[config.mk]
export PLATFORM = sky130hd
export DESIGN_NAME = spdsr_top
export DESIGN_NICKNAME = d
export VERILOG_FILES = /design/src/spdsr_pkg.sv /design/src/spdsr_tx_if.sv /design/src/spdsr_tx_engine.sv /design/src/spdsr_top.sv
export SDC_FILE = /design/constraint.sdc
export NUM_CORES = 1
export LEC_CHECK = 0
export BUFFER_PORTS_ARGS = -buffer_cell sky130_fd_sc_hd__buf_2
export CORE_MARGIN = 2
export CORE_UTILIZATION = 57
export DETAILED_ROUTE_END_ITERATION = 8
export PLACE_DENSITY = 0.82
export SKIP_CTS_REPAIR_TIMING = 1
export SLEW_MARGIN = 30
export SYNTH_ARGS = -nofsm -noshare
export SYNTH_HDL_FRONTEND = slang
export SYNTH_HIERARCHICAL = 1
export SYNTH_SLANG_ARGS = --single-unit
[constraint.sdc]
create_clock -name ref_clk_i -period 3.3 [get_ports ref_clk_i]
set_input_delay 0.165 -clock ref_clk_i [delete_from_list [all_inputs] [get_ports ref_clk_i]]
set_output_delay 0.165 -clock ref_clk_i [all_outputs]
set_load 0.005 [all_outputs]
[src/spdsr_pkg.sv]
// Package: register map, field positions and state codes of the serial port
package spdsr_pkg;
  // Register offsets
  localparam logic [3:0] A_RXL   = 4'h0;
  localparam logic [3:0] A_RXH   = 4'h1;
  localparam logic [3:0] A_TXL   = 4'h2;
  localparam logic [3:0] A_TXH   = 4'h3;
  localparam logic [3:0] A_STAT  = 4'h4;
  localparam logic [3:0] A_INTERRUPT_AND_MODE_CONTROL = 4'h5;
  localparam logic [3:0] A_RX_TX_ENABLE_CONTROL = 4'h6;
  localparam logic [3:0] A_FRAME_FORMAT_CONTROL = 4'h7;
  localparam logic [3:0] A_BAUDL = 4'h8;
  localparam logic [3:0] A_BAUDH = 4'h9;
  localparam logic [3:0] A_AUTOBAUD_WINDOW_CONTROL = 4'hA;
  localparam logic [3:0] A_DBG   = 4'hB;
  localparam logic [3:0] A_EVC   = 4'hC;
  localparam logic [3:0] A_TXPL  = 4'hD;
  localparam logic [3:0] A_RXPL  = 4'hE;
  // Writable-bit masks, reserved bits stay zero
  localparam logic [7:0] M_RX_TX_ENABLE_CONTROL = 8'hDF;
  localparam logic [7:0] M_AUTOBAUD_WINDOW_CONTROL = 8'hC0;
  localparam logic [7:0] M_BIT0  = 8'h01;
  localparam logic [7:0] M_RXPL  = 8'h7F;
  // Field positions
  localparam int RXCIE_B = 7;
  localparam int TXCIE_B = 6;
  localparam int DREIE_B = 5;
  localparam int LBME_B  = 3;
  localparam int RXEN_B  = 7;
  localparam int TXEN_B  = 6;
  localparam int TXC_B   = 6;
  localparam int PEN_B   = 5;
  localparam int PODD_B  = 4;
  localparam int SB2_B   = 3;
  localparam int E_FRAME_ERROR_FLAG  = 9;
  localparam int E_PARITY_ERROR_FLAG  = 10;
  // Field encodings
  localparam logic [2:0] CS_9LO    = 3'h6;
  localparam logic [1:0] CM_SPIH   = 2'h3;
  localparam logic [1:0] RXM_LIN   = 2'h3;
  localparam logic [1:0] FIFO_FULL = 2'h2;
  localparam logic [15:0] BAUD_MIN = 16'h0001;

  // Receiver states
  typedef enum logic [2:0] {
    RX_IDLE  = 3'b000,
    RX_START = 3'b001,
    RX_DATA  = 3'b010,
    RX_PAR   = 3'b011,
    RX_STOP  = 3'b100
  } spdsr_rx_state_t;

  // Data bits per character size code
  function automatic logic [3:0] spdsr_char_bits(input logic [2:0] cs);
    case (cs)
      3'h0:    spdsr_char_bits = 4'h5;
      3'h1:    spdsr_char_bits = 4'h6;
      3'h2:    spdsr_char_bits = 4'h7;
      3'h6:    spdsr_char_bits = 4'h9;
      3'h7:    spdsr_char_bits = 4'h9;
      default: spdsr_char_bits = 4'h8;
    endcase
  endfunction
endpackage

[src/spdsr_tx_if.sv]
// Interface: transmit buffer to transmit shifter
`timescale 1ns/1ps
interface spdsr_tx_if;
  logic        load;
  logic [8:0]  data;
  logic [3:0]  nbits;
  logic        par_en;
  logic        par_odd;
  logic        two_stop;
  logic [15:0] period;
  logic        busy;
  logic        done;
  logic        txd;
  modport src (output load, data, nbits, par_en, par_odd, two_stop, period,
               input busy, done, txd);
  modport eng (input load, data, nbits, par_en, par_odd, two_stop, period,
               output busy, done, txd);
endinterface // spdsr_tx_if

[src/spdsr_tx_engine.sv]
// Transmit shifter: frames one character and sends it on the line
`timescale 1ns/1ps
module spdsr_tx_engine (
  input  wire logic ref_clk_i,
  input  wire logic rst_i,
  spdsr_tx_if.eng   tx
);
  localparam logic [15:0] BAUD_ONE = spdsr_pkg::BAUD_MIN;
  logic [12:0] frame;
  logic [3:0]  len;
  logic [12:0] sh_r;
  logic [3:0]  left_r;
  logic [15:0] cnt_r;
  logic        busy_r;
  logic        done_r;
  logic        par;

  // Frame image: start, data LSB first, parity, stop bits
  always_comb
  begin
    frame    = '1;
    frame[0] = 1'b0;
    par      = tx.par_odd;
    for (int i = 0; i < 9; i++)
    begin
      if (4'(i) < tx.nbits)
      begin
        frame[i + 1] = tx.data[i];
        par          = par ^ tx.data[i];
      end
    end
    if (tx.par_en)
      frame[tx.nbits + 4'h1] = par;
    len = 4'h2 + tx.nbits + {3'h0, tx.par_en} + {3'h0, tx.two_stop};
  end

  // Shift one bit per bit period
  always_ff @(posedge ref_clk_i)
  begin
    done_r <= 1'b0;
    if (rst_i)
    begin
      sh_r   <= '1;
      left_r <= 4'h0;
      cnt_r  <= 16'h0000;
      busy_r <= 1'b0;
    end
    else if (!busy_r && tx.load)
    begin
      sh_r   <= frame;
      left_r <= len;
      cnt_r  <= tx.period - BAUD_ONE;
      busy_r <= 1'b1;
    end
    else if (busy_r && cnt_r == 16'h0000)
    begin
      sh_r   <= {1'b1, sh_r[12:1]};
      left_r <= left_r - 4'h1;
      cnt_r  <= tx.period - BAUD_ONE;
      if (left_r == 4'h1)
      begin
        busy_r <= 1'b0;
        done_r <= 1'b1;
      end
    end
    else if (busy_r)
      cnt_r <= cnt_r - BAUD_ONE;
  end

  assign tx.busy = busy_r;
  assign tx.done = done_r;
  assign tx.txd  = sh_r[0];

  property p_load_start;
    @(posedge ref_clk_i) disable iff (rst_i)
    (tx.load && !busy_r) |=> (busy_r && !tx.txd);
  endproperty
  a_load_start: assert property (p_load_start) else $error("no start bit");

  property p_end_done;
    @(posedge ref_clk_i) disable iff (rst_i)
    $fell(busy_r) |-> done_r;
  endproperty
  a_end_done: assert property (p_end_done) else $error("end without done");
endmodule // spdsr_tx_engine

[src/spdsr_top.sv]
// Serial port data, status and control registers with receiver and buffers
// Summary of operation
// - Two-deep receive buffer shows oldest frame
// - Nine-bit low-first: high read advances, else low
// - Receive-complete high while buffer holds data
// - Overflow when full, frame waiting, new start
// - Reading receive data clears overflow flag
// - Frame error follows first stop bit level
// - Parity error only when enabled and wrong
// - Host SPI mode: error flags unused
// - High byte bit 0 holds ninth bit
// - LIN auto-baud: ninth bit marks response space
// - Written byte goes buffer, shifter, line
// - Nine-bit low-first: high write advances, else low
// - High byte flag positions 7,6,2,1,0
// - Transmit complete set at end with buffer empty, write-one clears
// - Data-register-empty follows transmit buffer state
// - Interrupt request while flag and enable set
`timescale 1ns/1ps
module spdsr_top (
  input  wire logic       ref_clk_i,
  input  wire logic       rst_i,
  input  wire logic [3:0] addr_i,
  input  wire logic [7:0] wdata_i,
  input  wire logic       wr_i,
  input  wire logic       rd_i,
  output logic      [7:0] rdata_o,
  input  wire logic       rxd_i,
  output logic            txd_o,
  input  wire logic       lin_pid_field_i,
  output logic            irq_rxc_o,
  output logic            irq_txc_o,
  output logic            irq_dre_o
);
  spdsr_tx_if tx_if ();

  logic [7:0]  interrupt_and_mode_control_r;
  logic [7:0]  rx_tx_enable_control_r;
  logic [7:0]  frame_format_control_r;
  logic [7:0]  autobaud_window_control_r;
  logic [7:0]  dbg_r;
  logic [7:0]  evc_r;
  logic [7:0]  txpl_r;
  logic [7:0]  rxpl_r;
  logic [15:0] baud_r;
  logic [7:0]  rdata_r;
  logic [7:0]  rdata_nxt;

  // Receive path state
  spdsr_pkg::spdsr_rx_state_t rx_st_r;
  logic [15:0] rx_cnt_r;
  logic [3:0]  rx_idx_r;
  logic [8:0]  rx_sh_r;
  logic        rx_parity_error_flag_r;
  logic        rx_prev_r;
  logic        wait_r;
  logic [10:0] wait_q_r;
  logic        ovf_r;
  logic [10:0] mem_r [2];
  logic        rd_ptr_r;
  logic [1:0]  count_r;

  // Transmit path state
  logic [7:0]  tx_lo_r;
  logic        tx_hi_r;
  logic [8:0]  buf_r;
  logic        buf_v_r;
  logic        txc_r;

  // Access decode
  wire wr_txl  = wr_i && addr_i == spdsr_pkg::A_TXL;
  wire wr_txh  = wr_i && addr_i == spdsr_pkg::A_TXH;
  wire wr_stat = wr_i && addr_i == spdsr_pkg::A_STAT;
  wire rd_rxl  = rd_i && addr_i == spdsr_pkg::A_RXL;
  wire rd_rxh  = rd_i && addr_i == spdsr_pkg::A_RXH;
  wire rd_rx   = rd_rxl || rd_rxh;

  // Mode decode
  wire        sel9lo   = frame_format_control_r[2:0] == spdsr_pkg::CS_9LO;
  wire        spi_host = frame_format_control_r[7:6] == spdsr_pkg::CM_SPIH;
  wire        lin_auto = rx_tx_enable_control_r[2:1] == spdsr_pkg::RXM_LIN;
  wire        rxen     = rx_tx_enable_control_r[spdsr_pkg::RXEN_B];
  wire        txen     = rx_tx_enable_control_r[spdsr_pkg::TXEN_B];
  wire        par_en   = frame_format_control_r[spdsr_pkg::PEN_B];
  wire        par_odd  = frame_format_control_r[spdsr_pkg::PODD_B];
  wire [3:0]  nbits    = spdsr_pkg::spdsr_char_bits(frame_format_control_r[2:0]);
  wire [15:0] period   = (baud_r == 16'h0000) ? spdsr_pkg::BAUD_MIN : baud_r;
  wire        rx_in    = interrupt_and_mode_control_r[spdsr_pkg::LBME_B] ? tx_if.txd : rxd_i;

  // Receive buffer control
  wire        rxc      = count_r != 2'h0;
  wire        full     = count_r == spdsr_pkg::FIFO_FULL;
  wire        pop      = rxc && (sel9lo ? rd_rxh : rd_rxl);
  wire        push     = wait_r && (!full || pop);
  wire        wr_idx   = rd_ptr_r ^ count_r[0];
  wire [10:0] head     = mem_r[rd_ptr_r];
  wire        tick     = rx_cnt_r == 16'h0000;
  wire        start_ev = rxen && rx_prev_r && !rx_in;
  wire        ovf_set  = start_ev && full && wait_r;
  wire        frame_ok = rx_st_r == spdsr_pkg::RX_STOP && tick;
  wire        ninth    = lin_auto ? !lin_pid_field_i : rx_sh_r[8];
  wire        rx_parity_error_flag  = par_en && (^rx_sh_r ^ rx_in ^ par_odd);

  // Transmit buffer control
  wire        adv      = !buf_v_r && (sel9lo ? wr_txh : wr_txl);
  wire        txc_set  = tx_if.done && !buf_v_r;
  wire        txc_clr  = wr_stat && wdata_i[spdsr_pkg::TXC_B];
  wire        dre      = !buf_v_r;

  // Control registers, reserved bits masked on write
  always_ff @(posedge ref_clk_i)
  begin
    if (rst_i)
    begin
      interrupt_and_mode_control_r <= 8'h00;
      rx_tx_enable_control_r <= 8'h00;
      frame_format_control_r <= 8'h00;
      autobaud_window_control_r <= 8'h00;
      dbg_r   <= 8'h00;
      evc_r   <= 8'h00;
      txpl_r  <= 8'h00;
      rxpl_r  <= 8'h00;
      baud_r  <= 16'h0000;
    end
    else if (wr_i)
    begin
      case (addr_i)
        spdsr_pkg::A_INTERRUPT_AND_MODE_CONTROL: interrupt_and_mode_control_r <= wdata_i;
        spdsr_pkg::A_RX_TX_ENABLE_CONTROL: rx_tx_enable_control_r <= wdata_i & spdsr_pkg::M_RX_TX_ENABLE_CONTROL;
        spdsr_pkg::A_FRAME_FORMAT_CONTROL: frame_format_control_r <= wdata_i;
        spdsr_pkg::A_BAUDL: baud_r[7:0] <= wdata_i;
        spdsr_pkg::A_BAUDH: baud_r[15:8] <= wdata_i;
        spdsr_pkg::A_AUTOBAUD_WINDOW_CONTROL: autobaud_window_control_r <= wdata_i & spdsr_pkg::M_AUTOBAUD_WINDOW_CONTROL;
        spdsr_pkg::A_DBG:   dbg_r <= wdata_i & spdsr_pkg::M_BIT0;
        spdsr_pkg::A_EVC:   evc_r <= wdata_i & spdsr_pkg::M_BIT0;
        spdsr_pkg::A_TXPL:  txpl_r <= wdata_i;
        spdsr_pkg::A_RXPL:  rxpl_r <= wdata_i & spdsr_pkg::M_RXPL;
        default: ;
      endcase
    end
  end

  // Receive shift sequencer
  always_ff @(posedge ref_clk_i)
  begin
    if (rst_i)
    begin
      rx_st_r   <= spdsr_pkg::RX_IDLE;
      rx_cnt_r  <= 16'h0000;
      rx_idx_r  <= 4'h0;
      rx_sh_r   <= 9'h000;
      rx_parity_error_flag_r <= 1'b0;
      rx_prev_r <= 1'b1;
    end
    else
    begin
      rx_prev_r <= rx_in;
      rx_cnt_r  <= tick ? period - spdsr_pkg::BAUD_MIN : rx_cnt_r - 16'h0001;
      case (rx_st_r)
        spdsr_pkg::RX_IDLE:
        begin
          if (start_ev && !(full && wait_r))
          begin
            rx_st_r   <= spdsr_pkg::RX_START;
            rx_cnt_r  <= {1'b0, period[15:1]};
            rx_idx_r  <= 4'h0;
            rx_sh_r   <= 9'h000;
            rx_parity_error_flag_r <= 1'b0;
          end
        end
        spdsr_pkg::RX_START:
        begin
          if (tick)
            rx_st_r <= rx_in ? spdsr_pkg::RX_IDLE : spdsr_pkg::RX_DATA;
        end
        spdsr_pkg::RX_DATA:
        begin
          if (tick)
          begin
            rx_sh_r[rx_idx_r] <= rx_in;
            rx_idx_r          <= rx_idx_r + 4'h1;
            if (rx_idx_r == nbits - 4'h1)
              rx_st_r <= par_en ? spdsr_pkg::RX_PAR : spdsr_pkg::RX_STOP;
          end
        end
        spdsr_pkg::RX_PAR:
        begin
          if (tick)
          begin
            rx_parity_error_flag_r <= rx_parity_error_flag;
            rx_st_r   <= spdsr_pkg::RX_STOP;
          end
        end
        spdsr_pkg::RX_STOP:
        begin
          if (tick)
            rx_st_r <= spdsr_pkg::RX_IDLE;
        end
        default: rx_st_r <= spdsr_pkg::RX_IDLE;
      endcase
      if (!rxen)
        rx_st_r <= spdsr_pkg::RX_IDLE;
    end
  end

  // Completed frame waits in the shift stage until a slot frees
  always_ff @(posedge ref_clk_i)
  begin
    if (rst_i)
    begin
      wait_r   <= 1'b0;
      wait_q_r <= 11'h000;
    end
    else if (frame_ok && (!wait_r || push))
    begin
      wait_r   <= 1'b1;
      wait_q_r <= {rx_parity_error_flag_r, !rx_in, ninth, rx_sh_r[7:0]};
    end
    else if (push)
      wait_r <= 1'b0;
  end

  // Buffer entries, one writer per slot
  generate
    for (genvar g = 0; g < 2; g++)
    begin : g_slot
      always_ff @(posedge ref_clk_i)
      begin
        if (rst_i)
          mem_r[g] <= 11'h000;
        else if (push && wr_idx == 1'(g))
          mem_r[g] <= wait_q_r;
      end
    end
  endgenerate

  // Buffer pointers and overflow flag; a set beats a read clear
  always_ff @(posedge ref_clk_i)
  begin
    if (rst_i)
    begin
      rd_ptr_r <= 1'b0;
      count_r  <= 2'h0;
      ovf_r    <= 1'b0;
    end
    else
    begin
      rd_ptr_r <= rd_ptr_r ^ pop;
      count_r  <= count_r + {1'b0, push} - {1'b0, pop};
      if (ovf_set)
        ovf_r <= 1'b1;
      else if (rd_rx)
        ovf_r <= 1'b0;
    end
  end

  // Transmit staging, buffer and complete flag
  always_ff @(posedge ref_clk_i)
  begin
    if (rst_i)
    begin
      tx_lo_r <= 8'h00;
      tx_hi_r <= 1'b0;
      buf_r   <= 9'h000;
      buf_v_r <= 1'b0;
      txc_r   <= 1'b0;
    end
    else
    begin
      if (wr_txl)
        tx_lo_r <= wdata_i;
      if (wr_txh)
        tx_hi_r <= wdata_i[0];
      if (adv)
      begin
        buf_r   <= sel9lo ? {wdata_i[0], tx_lo_r} : {tx_hi_r, wdata_i};
        buf_v_r <= 1'b1;
      end
      else if (tx_if.load)
        buf_v_r <= 1'b0;
      if (txc_set)
        txc_r <= 1'b1;
      else if (txc_clr)
        txc_r <= 1'b0;
    end
  end

  // Shifter hookup
  assign tx_if.load     = buf_v_r && txen && !tx_if.busy;
  assign tx_if.data     = buf_r;
  assign tx_if.nbits    = nbits;
  assign tx_if.par_en   = par_en;
  assign tx_if.par_odd  = par_odd;
  assign tx_if.two_stop = frame_format_control_r[spdsr_pkg::SB2_B];
  assign tx_if.period   = period;

  spdsr_tx_engine u_tx (
    .ref_clk_i (ref_clk_i),
    .rst_i     (rst_i),
    .tx        (tx_if.eng)
  );

  // Error flags hidden in host SPI mode
  wire       e_ovf  = ovf_r && !spi_host;
  wire       e_frame_error_flag = head[spdsr_pkg::E_FRAME_ERROR_FLAG] && !spi_host;
  wire       e_parity_error_flag = head[spdsr_pkg::E_PARITY_ERROR_FLAG] && !spi_host;
  wire [7:0] rxh    = {rxc, e_ovf, 3'h0, e_frame_error_flag, e_parity_error_flag, head[8]};
  wire [7:0] stat   = {rxc, txc_r, dre, 5'h00};

  // Read multiplexer, unmapped and write-only read zero
  always_comb
  begin
    case (addr_i)
      spdsr_pkg::A_RXL:   rdata_nxt = head[7:0];
      spdsr_pkg::A_RXH:   rdata_nxt = rxh;
      spdsr_pkg::A_STAT:  rdata_nxt = stat;
      spdsr_pkg::A_INTERRUPT_AND_MODE_CONTROL: rdata_nxt = interrupt_and_mode_control_r;
      spdsr_pkg::A_RX_TX_ENABLE_CONTROL: rdata_nxt = rx_tx_enable_control_r;
      spdsr_pkg::A_FRAME_FORMAT_CONTROL: rdata_nxt = frame_format_control_r;
      spdsr_pkg::A_BAUDL: rdata_nxt = baud_r[7:0];
      spdsr_pkg::A_BAUDH: rdata_nxt = baud_r[15:8];
      spdsr_pkg::A_AUTOBAUD_WINDOW_CONTROL: rdata_nxt = autobaud_window_control_r;
      spdsr_pkg::A_DBG:   rdata_nxt = dbg_r;
      spdsr_pkg::A_EVC:   rdata_nxt = evc_r;
      spdsr_pkg::A_TXPL:  rdata_nxt = txpl_r;
      spdsr_pkg::A_RXPL:  rdata_nxt = rxpl_r;
      default:            rdata_nxt = 8'h00;
    endcase
  end

  // Read data held for the cycle after the strobe only
  always_ff @(posedge ref_clk_i)
  begin
    if (rst_i)
      rdata_r <= 8'h00;
    else
      rdata_r <= rd_i ? rdata_nxt : 8'h00;
  end

  // Outputs; requests follow flag and enable
  assign rdata_o   = rdata_r;
  assign txd_o     = tx_if.txd;
  assign irq_rxc_o = rxc && interrupt_and_mode_control_r[spdsr_pkg::RXCIE_B];
  assign irq_txc_o = txc_r && interrupt_and_mode_control_r[spdsr_pkg::TXCIE_B];
  assign irq_dre_o = dre && interrupt_and_mode_control_r[spdsr_pkg::DREIE_B];

  property p_pop_low;
    @(posedge ref_clk_i) disable iff (rst_i)
    (rd_rxl && !sel9lo && count_r == 2'h1 && !push) |=> count_r == 2'h0;
  endproperty
  a_pop_low: assert property (p_pop_low) else $error("low read did not advance");

  property p_hold_high;
    @(posedge ref_clk_i) disable iff (rst_i)
    (rd_rxh && !sel9lo && !push) |=> $stable(count_r);
  endproperty
  a_hold_high: assert property (p_hold_high) else $error("high read advanced");

  property p_rxc_empty;
    @(posedge ref_clk_i) disable iff (rst_i)
    (rd_rxh && count_r == 2'h0) |=> !rdata_o[7];
  endproperty
  a_rxc_empty: assert property (p_rxc_empty) else $error("flag set on empty");

  property p_ovf_set;
    @(posedge ref_clk_i) disable iff (rst_i)
    ovf_set |=> ovf_r;
  endproperty
  a_ovf_set: assert property (p_ovf_set) else $error("overflow missed");

  property p_ovf_clr;
    @(posedge ref_clk_i) disable iff (rst_i)
    (rd_rx && !ovf_set) |=> !ovf_r;
  endproperty
  a_ovf_clr: assert property (p_ovf_clr) else $error("overflow not cleared");

  property p_dre_low;
    @(posedge ref_clk_i) disable iff (rst_i)
    adv |=> !dre ##1 (!dre || $past(tx_if.load));
  endproperty
  a_dre_low: assert property (p_dre_low) else $error("empty flag wrong");

  property p_txc_clr;
    @(posedge ref_clk_i) disable iff (rst_i)
    (txc_clr && !txc_set) |=> !txc_r;
  endproperty
  a_txc_clr: assert property (p_txc_clr) else $error("complete not cleared");

  property p_rsvd_zero;
    @(posedge ref_clk_i) disable iff (rst_i)
    rd_rxh |=> rdata_o[5:3] == 3'h0;
  endproperty
  a_rsvd_zero: assert property (p_rsvd_zero) else $error("reserved bits set");

  property p_spi_flags;
    @(posedge ref_clk_i) disable iff (rst_i)
    (rd_rxh && spi_host) |=> rdata_o[6:1] == 6'h00;
  endproperty
  a_spi_flags: assert property (p_spi_flags) else $error("flags in host SPI");
endmodule // spdsr_top

# Word level (Yosys, flattened, before mapping)

Memories as Yosys holds them, arrays and structs flattened. A register that Yosys moved wholly into a read port is not among the register bits.
Cells that the tools add are included.

Register bits after elaboration: 171
Bits in writable memories: 22
Input bits: 18
Output and inout bits: 12
Memories: 1

$add $sub $neg: 12
$lt $le $gt $ge: 13
Equal/unequal tests: 33
Mux-type cells: 84
Bitwise operators: 19
Reduce and logical (&&, ||, !) cells: 79

Memories:

| name  | depth | width | read ports | clocked after memory_dff | wr ports | line            | RTL |
|---|---|---|---|---|---|---|---|
| mem_r | 2     | 11    | 1          | 1                        | 2        | spdsr_top.sv:59 | `logic [10:0] mem_r [2];` |

Operators with widths:

| operator                                                                      | count |
|---|---|
| 16-bit 2-to-1 mux                                                             | 7 |
| 8-bit case mux with 13 select lines                                           | 1 |
| 16-bit logical NOT                                                            | 3 |
| 16-bit by 1-bit subtractor with 16-bit output (second input constant)         | 3 |
| 1-bit 2-to-1 mux                                                              | 47 |
| 13-bit 2-to-1 mux                                                             | 3 |
| 1-bit logical AND                                                             | 33 |
| 4-bit equality test (second input constant)                                   | 7 |
| 9-bit 2-to-1 mux                                                              | 3 |
| 11-bit 2-to-1 mux                                                             | 2 |
| 2-bit AND reduction                                                           | 11 |
| 3-bit 2-to-1 mux                                                              | 7 |
| 9-bit case mux with 2 select lines                                            | 1 |
| 2-bit nonzero test                                                            | 9 |
| 4-bit by 3-bit equality test with 1-bit output (second input constant)        | 4 |
| 3-bit by 4-bit less-than comparator with 1-bit output (first input constant)  | 4 |
| 4-bit 2-to-1 mux                                                              | 4 |
| 4-bit case mux with 4 select lines                                            | 1 |
| 3-bit case mux with 5 select lines                                            | 1 |
| 13-bit bitwise mux                                                            | 1 |
| 1-bit XOR                                                                     | 13 |
| 2-bit != test (second input constant)                                         | 6 |
| 4-bit by 5-bit less-than comparator with 1-bit output (second input constant) | 2 |
| 9-bit bitwise mux                                                             | 1 |
| 33 further kinds                                                              | 66 |

# Longest topological paths before layout

Gate-level depths: netlist of run 1.

Word-level depth: 24
Mapped depth: 13
Gate-level depth less buffers: 11

# Modules after synthesis

The synthesis of run 1 kept the hierarchy.

Modules (own cells, without submodules):

| module          | times used | cells an instance | area each (um^2) | sequential area each (um^2) |
|---|---|---|---|---|
| spdsr_top       | 1          | 871               | 7846.3           | 3383.2 |
| spdsr_tx_engine | 1          | 365               | 2718.9           | 700.7 |

# Least setup slack after synthesis of run 1

Ideal clock, no wire load.

Path kind: flip-flop to flip-flop
Start point: register baud_r[3]
End point: register rx_cnt_r[10]
Library setup time: 0.120 ns
Arrival: 3.023 ns
Path slack: 0.157 ns
Stages on the path, launching flop included: 13
Path buffers: 1
Period minus slack after synthesis: 3.143 ns
Cells stage by stage: dfxtp_1 buf_6 or4_1 or4_4 o31ai_1 a21oi_1 ha_1 nor3b_1 nand2b_1 a31oi_1 nand3_1 nor2_1 a211o_1

Word-level cells in the longest chain between the ends: 6

RTL lines:

| what                                              | line             | RTL |
|---|---|---|
| start: declaration                                | spdsr_top.sv:45  | `logic [15:0] baud_r;` |
| start signal: assignment                          | spdsr_top.sv:131 | `spdsr_pkg::A_BAUDL: baud_r[7:0] <= wdata_i;` |
| 16-bit logical NOT (*)                            | spdsr_top.sv:87  | `wire [15:0] period = (baud_r == 16'h0000) ? spdsr_pkg::BAUD_MIN : baud_r;` |
| 16-bit 2-to-1 mux (*)                             | spdsr_top.sv:87  |  |
| via period[0]                                     | spdsr_top.sv:87  |  |
| 16-bit by 1-bit subtractor with 16-bit output (*) | spdsr_top.sv:158 | `rx_cnt_r <= tick ? period - spdsr_pkg::BAUD_MIN : rx_cnt_r - 16'h0001;` |
| 16-bit 2-to-1 mux (*)                             | spdsr_top.sv:158 |  |
| 16-bit 2-to-1 mux                                 | spdsr_top.sv:162 | `if (start_ev && !(full && wait_r))` |
| 16-bit 2-to-1 mux (*)                             | spdsr_top.sv:159 | `case (rx_st_r)` |
| end signal: assignment                            | spdsr_top.sv:158 |  |
| end signal: assignment                            | spdsr_top.sv:165 | `rx_cnt_r <= {1'b0, period[15:1]};` |
| end: declaration                                  | spdsr_top.sv:51  | `logic [15:0] rx_cnt_r;` |

Mark *: on every way through the listed nets, which the timed path passes. The rest lies on a longest branch.
A chain may end at the register's enable or synchronous reset.

# Worst setup path after layout of run 1

Start point: register baud_r[3]
End point: register rx_cnt_r[12]

The elaborated chain is that of the path after synthesis.

==> run_results.csv, run 1 <==
group,metric,value,unit
run_status,status,"finished clean",
setup_path,start_kind,"register",
clock_tree,root_buffer,"clkbuf_16",
detailed_routing,route.detailed.drc,0,
timing,drv_slew,0,
global_route,antenna_found_initial,0,
setup_path,worstPathArrival,3.38,ns
setup_path,r2r-end,"rx_cnt_r[12]",
floorplanning,io_pins,30,
timing,finalClockSkew,0.0142,ns
setup_path,ff2ff_path_depth,11,
setup_path,crit_type,"reg2reg",
placement,io_buffers,29,
power,leakagePower,4.36,nW
run,drv_cap,0,
detailed_routing,postRouteWirelength,28300,microns
clock_tree,htree_levels,4,
setup_path,crit_buf_inv,0,
finish,multi_input_area,5990,sq um
timing,slew-limit-headroom,38.7,%
finish,synthToLayoutAreaGrowth,9.39,%
global_route,grt_pass1_vias,8865,
floorplanning,start_util,58.4,%
yosys,netlist_area,10600,sq um
placement,dp.final_hpwl,19600,microns
floorplanning,die_x,140,microns
yosys,yosys_warnings,6,
setup_path,worst-path-max-fanout,8,
timing,period_share,93.6,%
floorplanning,core_area,18100,sq um
setup_path,r2r_slack,0.21,ns
finish,fin_area,11600,sq um
yosys,async_reset_ff_share,0,%
clock_tree,cts_buffers,17,
setup_path,end_kind,"register",
detailed_routing,viasPerCell,6.42,
finish,layout_common_cells,"nor2_1 (177), dfxtp_1 (171), mux2i_1 (104), a21oi_1 (82), nand2_1 (65)",
yosys,synth_seq_cells,193,
timing,fmax,0.324,GHz
detailed_routing,dr.first_iter.drc_count,890,
timing,rsz0062_at_grt,"no",
setup_path,endpoint,"rx_cnt_r[12]",
power,ir_drop,0.372,mV
floorplanning,die_area,19600,sq um
clock_tree,cts_tree,"yes",
clock_tree,cts_buffer_depth,2,
finish,regArea,4080,sq um
timing,worst_pin_slew,0.907,ns
clock_tree,cts.sinks,193,
timing,setup_viol_count_final,0,
setup_path,cpMostUsedCell,"a21oi_1",
timing,hold_ws,0.114,ns
yosys,synth_nets,1271,
finish,layout_commonest_cell,"nor2_1",
finish,drive_above_1_share,12.2,%
finish,fillers,1440,
setup_path,crit_path_top_delay_cell,"or4_4",
yosys,ys.flop_type,"dfxtp_1",
yosys,syn_inst,1236,
timing,hold_viol,0,
finish,antenna_cells,0,
floorplanning,row_count,49,
power,power.density,483,nW/um^2
detailed_routing,via_count,9499,
detailed_routing,dr.pass1.iters,6,
setup_path,r2r-start,"baud_r[3]",
timing,min_period,3.09,ns
yosys,synth.distinct_cells,81,
finish,final_core_util,63.9,%
placement,dpl-instance-area,11000,sq um
clock_tree,clkTransAtPathRegs,0.08,ns
setup_path,required,3.59,ns
detailed_routing,drt.antenna.violating_nets,0,
timing,setup-tns-final,0,ns
yosys,seq_area_frac_synth,38.7,%
setup_path,path_cells,"or4_1 -> or4_4 -> o31ai_2 -> a21oi_1 -> ha_1 -> nor3b_1 -> nand2b_1 -> a31oi_1 -> and4_1 -> o21ai_1 -> a21oi_1",
global_route,grt_max_degree,70,
global_route,grt_pass1_wl,45400,microns
detailed_routing,wl_per_cell,19.2,microns
yosys,synth_edf_count,22,
global_route,grt_overflow,0,
setup_path,critPathTopFamily,"simple AND/OR/NAND/NOR gates",
setup_path,worstSetupPathDepth,11,
global_route,grt_usage,28.7,%
setup_path,critPathLaunch,"baud_r[3]",
setup_path,slowest_delay,0.58,ns
placement,place.gp.congestion,0.991,
finish,nets,1273,
yosys,syn_avg_cell_area,8.55,sq um
floorplanning,die_h,140,microns
min_path,min_path_type,"in2reg",
clock_tree,clock_latency,0.44,ns
==> per-stage QoR <==
step,setup WS [ns],power (W),cells
after floorplan,0.157,0.00333,1236
after global placement,0.212,0.00356,1448
after detailed placement,0.153,0.00358,1448
after CTS,0.125,0.00557,1480
after global routing,0.00390,0.00579,1480
final,0.210,0.00558,1480
==> worst reg2reg max path: stages (launching register included) <==
cell	delay, ns
dfxtp_1	0.31
or4_1	0.55
or4_4	0.58
o31ai_2	0.27
a21oi_1	0.14
ha_1	0.22
nor3b_1	0.16
nand2b_1	0.09
a31oi_1	0.13
and4_1	0.28
o21ai_1	0.14
a21oi_1	0.08
==> worst min path at each step <==
stage	startpoint	endpoint	slack (ns)	cells after the start
4_1_cts	wdata_i[7]	autobaud_window_control_r[7]	0.10	3
3_3_place_gp	u_tx/tx.done	txc_r	0.45	2
6_report	lin_pid_field_i	wait_q_r[8]	0.11	4
2_1_floorplan	wdata_i[0]	frame_format_control_r[0]	0.31	2
3_5_place_dp	u_tx/tx.done	txc_r	0.46	2
5_1_grt	wdata_i[7]	autobaud_window_control_r[7]	0.11	3
==> cell usage after synthesis, drive strengths merged, types with 19 or more instances <==
cell    instances  area share [%]
nor2          178             6.3
dfxtp         171              32
mux2i         104             9.9
a21oi          82             3.9
clkbuf         73             2.6
nand2          65             2.3
o21ai          46             2.2
nor3           41             2.0
a211oi         34             2.5
inv            29             1.0
nand3          29             1.4
xnor2          29             2.4
and2           28             1.7
xor2           25             2.1
a31oi          23             1.4
edfxtp         22             6.3
buf            21             1.1
nand2b         19             1.1
==> cell families after synthesis <==
family                     after synthesis  share of synthesized area (%)
adders and majority gates               17                           2.08
xor gates and xnor gates                55                           4.69
AOI/OAI and AO/OA                      265                           16.2
DFF                                    193                           38.7
and+or+nand+nor                        465                           22.2
muxes                                  118                           11.5
buffers and inverters                  123                           4.69
==> flip-flops by register name, indices dropped and copies added (netlist names), 4 cells and up <==
register,count
txpl_r,8
rx_tx_enable_control_r,7
wait_q_r,11
rxpl_r,7
buf_r,9
rx_sh_r,9
interrupt_and_mode_control_r,8
mem_r,22
rx_cnt_r,16
u_tx/left_r,4
rx_idx_r,4
baud_r,16
u_tx/sh_r,13
frame_format_control_r,8
u_tx/cnt_r,16
rdata_o,8
tx_lo_r,8
==> where the power goes <==
| part | leakage, nW | switching [W] | internal, W |
|---|---|---|---|
| clock | 0.284 | 0.00101 | 0.00101 |
| sequential | 1.60 | 0.0000784 | 0.00246 |
| combinational | 2.48 | 0.000633 | 0.000388 |
==> final cells by class <==
type	instances	share of cell area (%)
clock buffers	18	3.71
clock inverters	14	1.27
inverters	29	0.942
multi-input cells	920	51.9
flip-flops and latches	193	35.3
well taps	229	2.48
repair buffers	77	4.40
==> layer usage <==
metal | track usage [%] | share of wire, % | wire length [microns]
met1 | 37.6 | 42 | 11900
met2 | 46.6 | 47 | 13300
met3 | 6.43 | 7.8 | 2210
met4 | 11.0 | 3.2 | 908
met5 | 0 | 0 | 0
Power figures use the tool's default switching activity.
==> run 2: changes to the inputs <==
PLACE_DENSITY = 0.85   (was 0.82)
==> run 2 against run 1 <==
The run now ends with DRC left. Non-clock buffer count is 2 lower. Die area stayed put. Flip-flop and latch count stayed put. Core utilization hardly changed. Clock power is 2% higher. First-iteration DRC count is 16% higher. Largest cell class unchanged. Largest power group unchanged. Highest routed layer unchanged.
==> run_results.csv, run 2 (same netlist as run 1, synthesis figures left out) <==
group,metric,value,unit
timing,hold_viol,0,
timing,setup_viol_count_final,0,
run,drv_cap,0,
timing,rsz0062_at_grt,"no",
finish,layout_common_cells,"nor2_1 (177), dfxtp_1 (171), mux2i_1 (104), a21oi_1 (82), nand2_1 (65)",
setup_path,end_kind,"register",
setup_path,required,3.64,ns
run_status,status,"finished, violations left",
setup_path,worstPathArrival,3.46,ns
finish,synthToLayoutAreaGrowth,9.33,%
setup_path,critPathTopFamily,"simple AND/OR/NAND/NOR gates",
timing,slew-limit-headroom,35.4,%
finish,antenna_cells,0,
detailed_routing,postRouteWirelength,28700,microns
global_route,antenna_found_initial,0,
finish,regArea,4080,sq um
floorplanning,die_x,140,microns
finish,drive_above_1_share,12.0,%
detailed_routing,wl_per_cell,19.4,microns
run_status,violations,"DRC",
finish,multi_input_area,5990,sq um
clock_tree,cts_tree,"yes",
setup_path,path_cells,"or4_1 -> or4_4 -> o31ai_1 -> buf_4 -> a21oi_1 -> ha_1 -> nor3b_1 -> nand2b_1 -> a31oi_1 -> nand3_1 -> nor2_1 -> a211o_1",
finish,largest_reg_flops,22,
placement,dp.final_hpwl,19600,microns
finish,layout_commonest_cell,"nor2_1",
power,ir_drop,0.417,mV
global_route,grt_max_degree,79,
floorplanning,row_count,49,
power,power.density,487,nW/um^2
timing,finalClockSkew,0.0158,ns
global_route,grt_usage,29.5,%
timing,drv_slew,0,
min_path,min_path_cells,3,
power,leakagePower,4.36,nW
setup_path,crit_path_top_delay_cell,"or4_4",
floorplanning,io_pins,30,
finish,fillers,1436,
placement,place.gp.congestion,0.977,
timing,period_share,94.5,%
setup_path,worst-path-max-fanout,8,
clock_tree,root_buffer,"clkbuf_16",
floorplanning,core_area,18100,sq um
timing,setup-tns-final,0,ns
min_path,min_path_type,"in2reg",
finish,nets,1271,
global_route,grt_pass1_vias,9086,
clock_tree,clkTransAtPathRegs,0.07,ns
timing,fmax,0.320,GHz
setup_path,worstSetupPathDepth,12,
setup_path,slowest_delay,0.56,ns
detailed_routing,via_count,9587,
detailed_routing,dr.first_iter.drc_count,1033,
timing,worst_pin_slew,0.965,ns
global_route,grt_pass1_wl,46600,microns
global_route,grt_overflow,0,
setup_path,crit_buf_inv,1,
clock_tree,clock_latency,0.45,ns
setup_path,start_kind,"register",
floorplanning,die_h,140,microns
floorplanning,die_area,19600,sq um
detailed_routing,drt.antenna.violating_nets,0,
floorplanning,start_util,58.4,%
clock_tree,cts.sinks,193,
setup_path,crit_type,"reg2reg",
detailed_routing,dr.pass1.iters,9,
detailed_routing,route.detailed.drc,2,
finish,final_core_util,63.9,%
timing,min_period,3.12,ns
placement,io_buffers,29,
detailed_routing,viasPerCell,6.49,
finish,largest_register,"mem_r",
clock_tree,htree_levels,4,
setup_path,ff2ff_path_depth,12,
clock_tree,cts_buffers,17,
clock_tree,cts_buffer_depth,2,
## run 2: cell count changes in the layout (fill, tap and decap cells not counted)
cell,before,now
clkbuf_4,0,1
clkinv_8,2,0
inv_6,1,7
buf_12,0,1
clkbuf_1,1,0
o31ai_1,3,4
clkbuf_2,0,1
bufinv_16,0,1
buf_4,49,46
o31ai_2,1,0
clkinv_2,1,0
clkinvlp_4,0,1
clkinv_4,5,2
inv_8,5,2
## run 2: where the power goes
| group | switching [W] | leakage [nW] | internal [W] |
|---|---|---|---|
| clock network | 0.000979 | 0.285 | 0.00108 |
| logic | 0.000624 | 2.47 | 0.000388 |
| registers | 0.0000836 | 1.60 | 0.00246 |
## run 2: layout make-up
type	count	area share (%)
tap	229	2.48
multi-input combinational	920	51.9
clock buffer	19	3.79
timing repair buffer	75	4.38
clock inverter	13	1.20
sequential	193	35.4
inverter	29	0.942
## run 2: stage by stage
stage	instance area, sq um	power, W	cells	hold slack (ns)	setup WS (ns)
floorplan	10600	0.00333	1236	0.312	0.157
finish	11600	0.00562	1478	0.0888	0.180
global placement	11000	0.00355	1446	0.465	0.273
detailed placement	11000	0.00357	1446	0.474	0.109
CTS	11500	0.00560	1478	0.0728	0.0861
global route	11600	0.00585	1478	0.0991	0.00671
## run 2: worst register-to-register path, delay by kind of cell (launching register included)
kind,cells,cell delay [ns]
flip-flops,1,0.32
AND/OR/NAND/NOR,6,1.61
buffers and inverters,1,0.17
AO/OA/AOI/OAI,4,0.71
adder cells (fa/ha/maj),1,0.21
## run 2: final timing paths
check,slack [ns],end,startpoint
worst max-delay path,0.18,rx_cnt_r[10],baud_r[3]
worst min-delay path,0.09,autobaud_window_control_r[7],wdata_i[7]
worst max register to register,0.18,rx_cnt_r[10],baud_r[3]
worst min register to register,0.49,autobaud_window_control_r[6],autobaud_window_control_r[6]
## run 2: routing by layer
metal / track usage (%) / vias up / routed length (microns)
li1: - / 4430 / -
met5: 0 / - / 0
met4: 13.2 / 0 / 1220
met3: 6.53 / 112 / 2470
met2: 47.3 / 529 / 13300
met1: 38.4 / 4516 / 11700
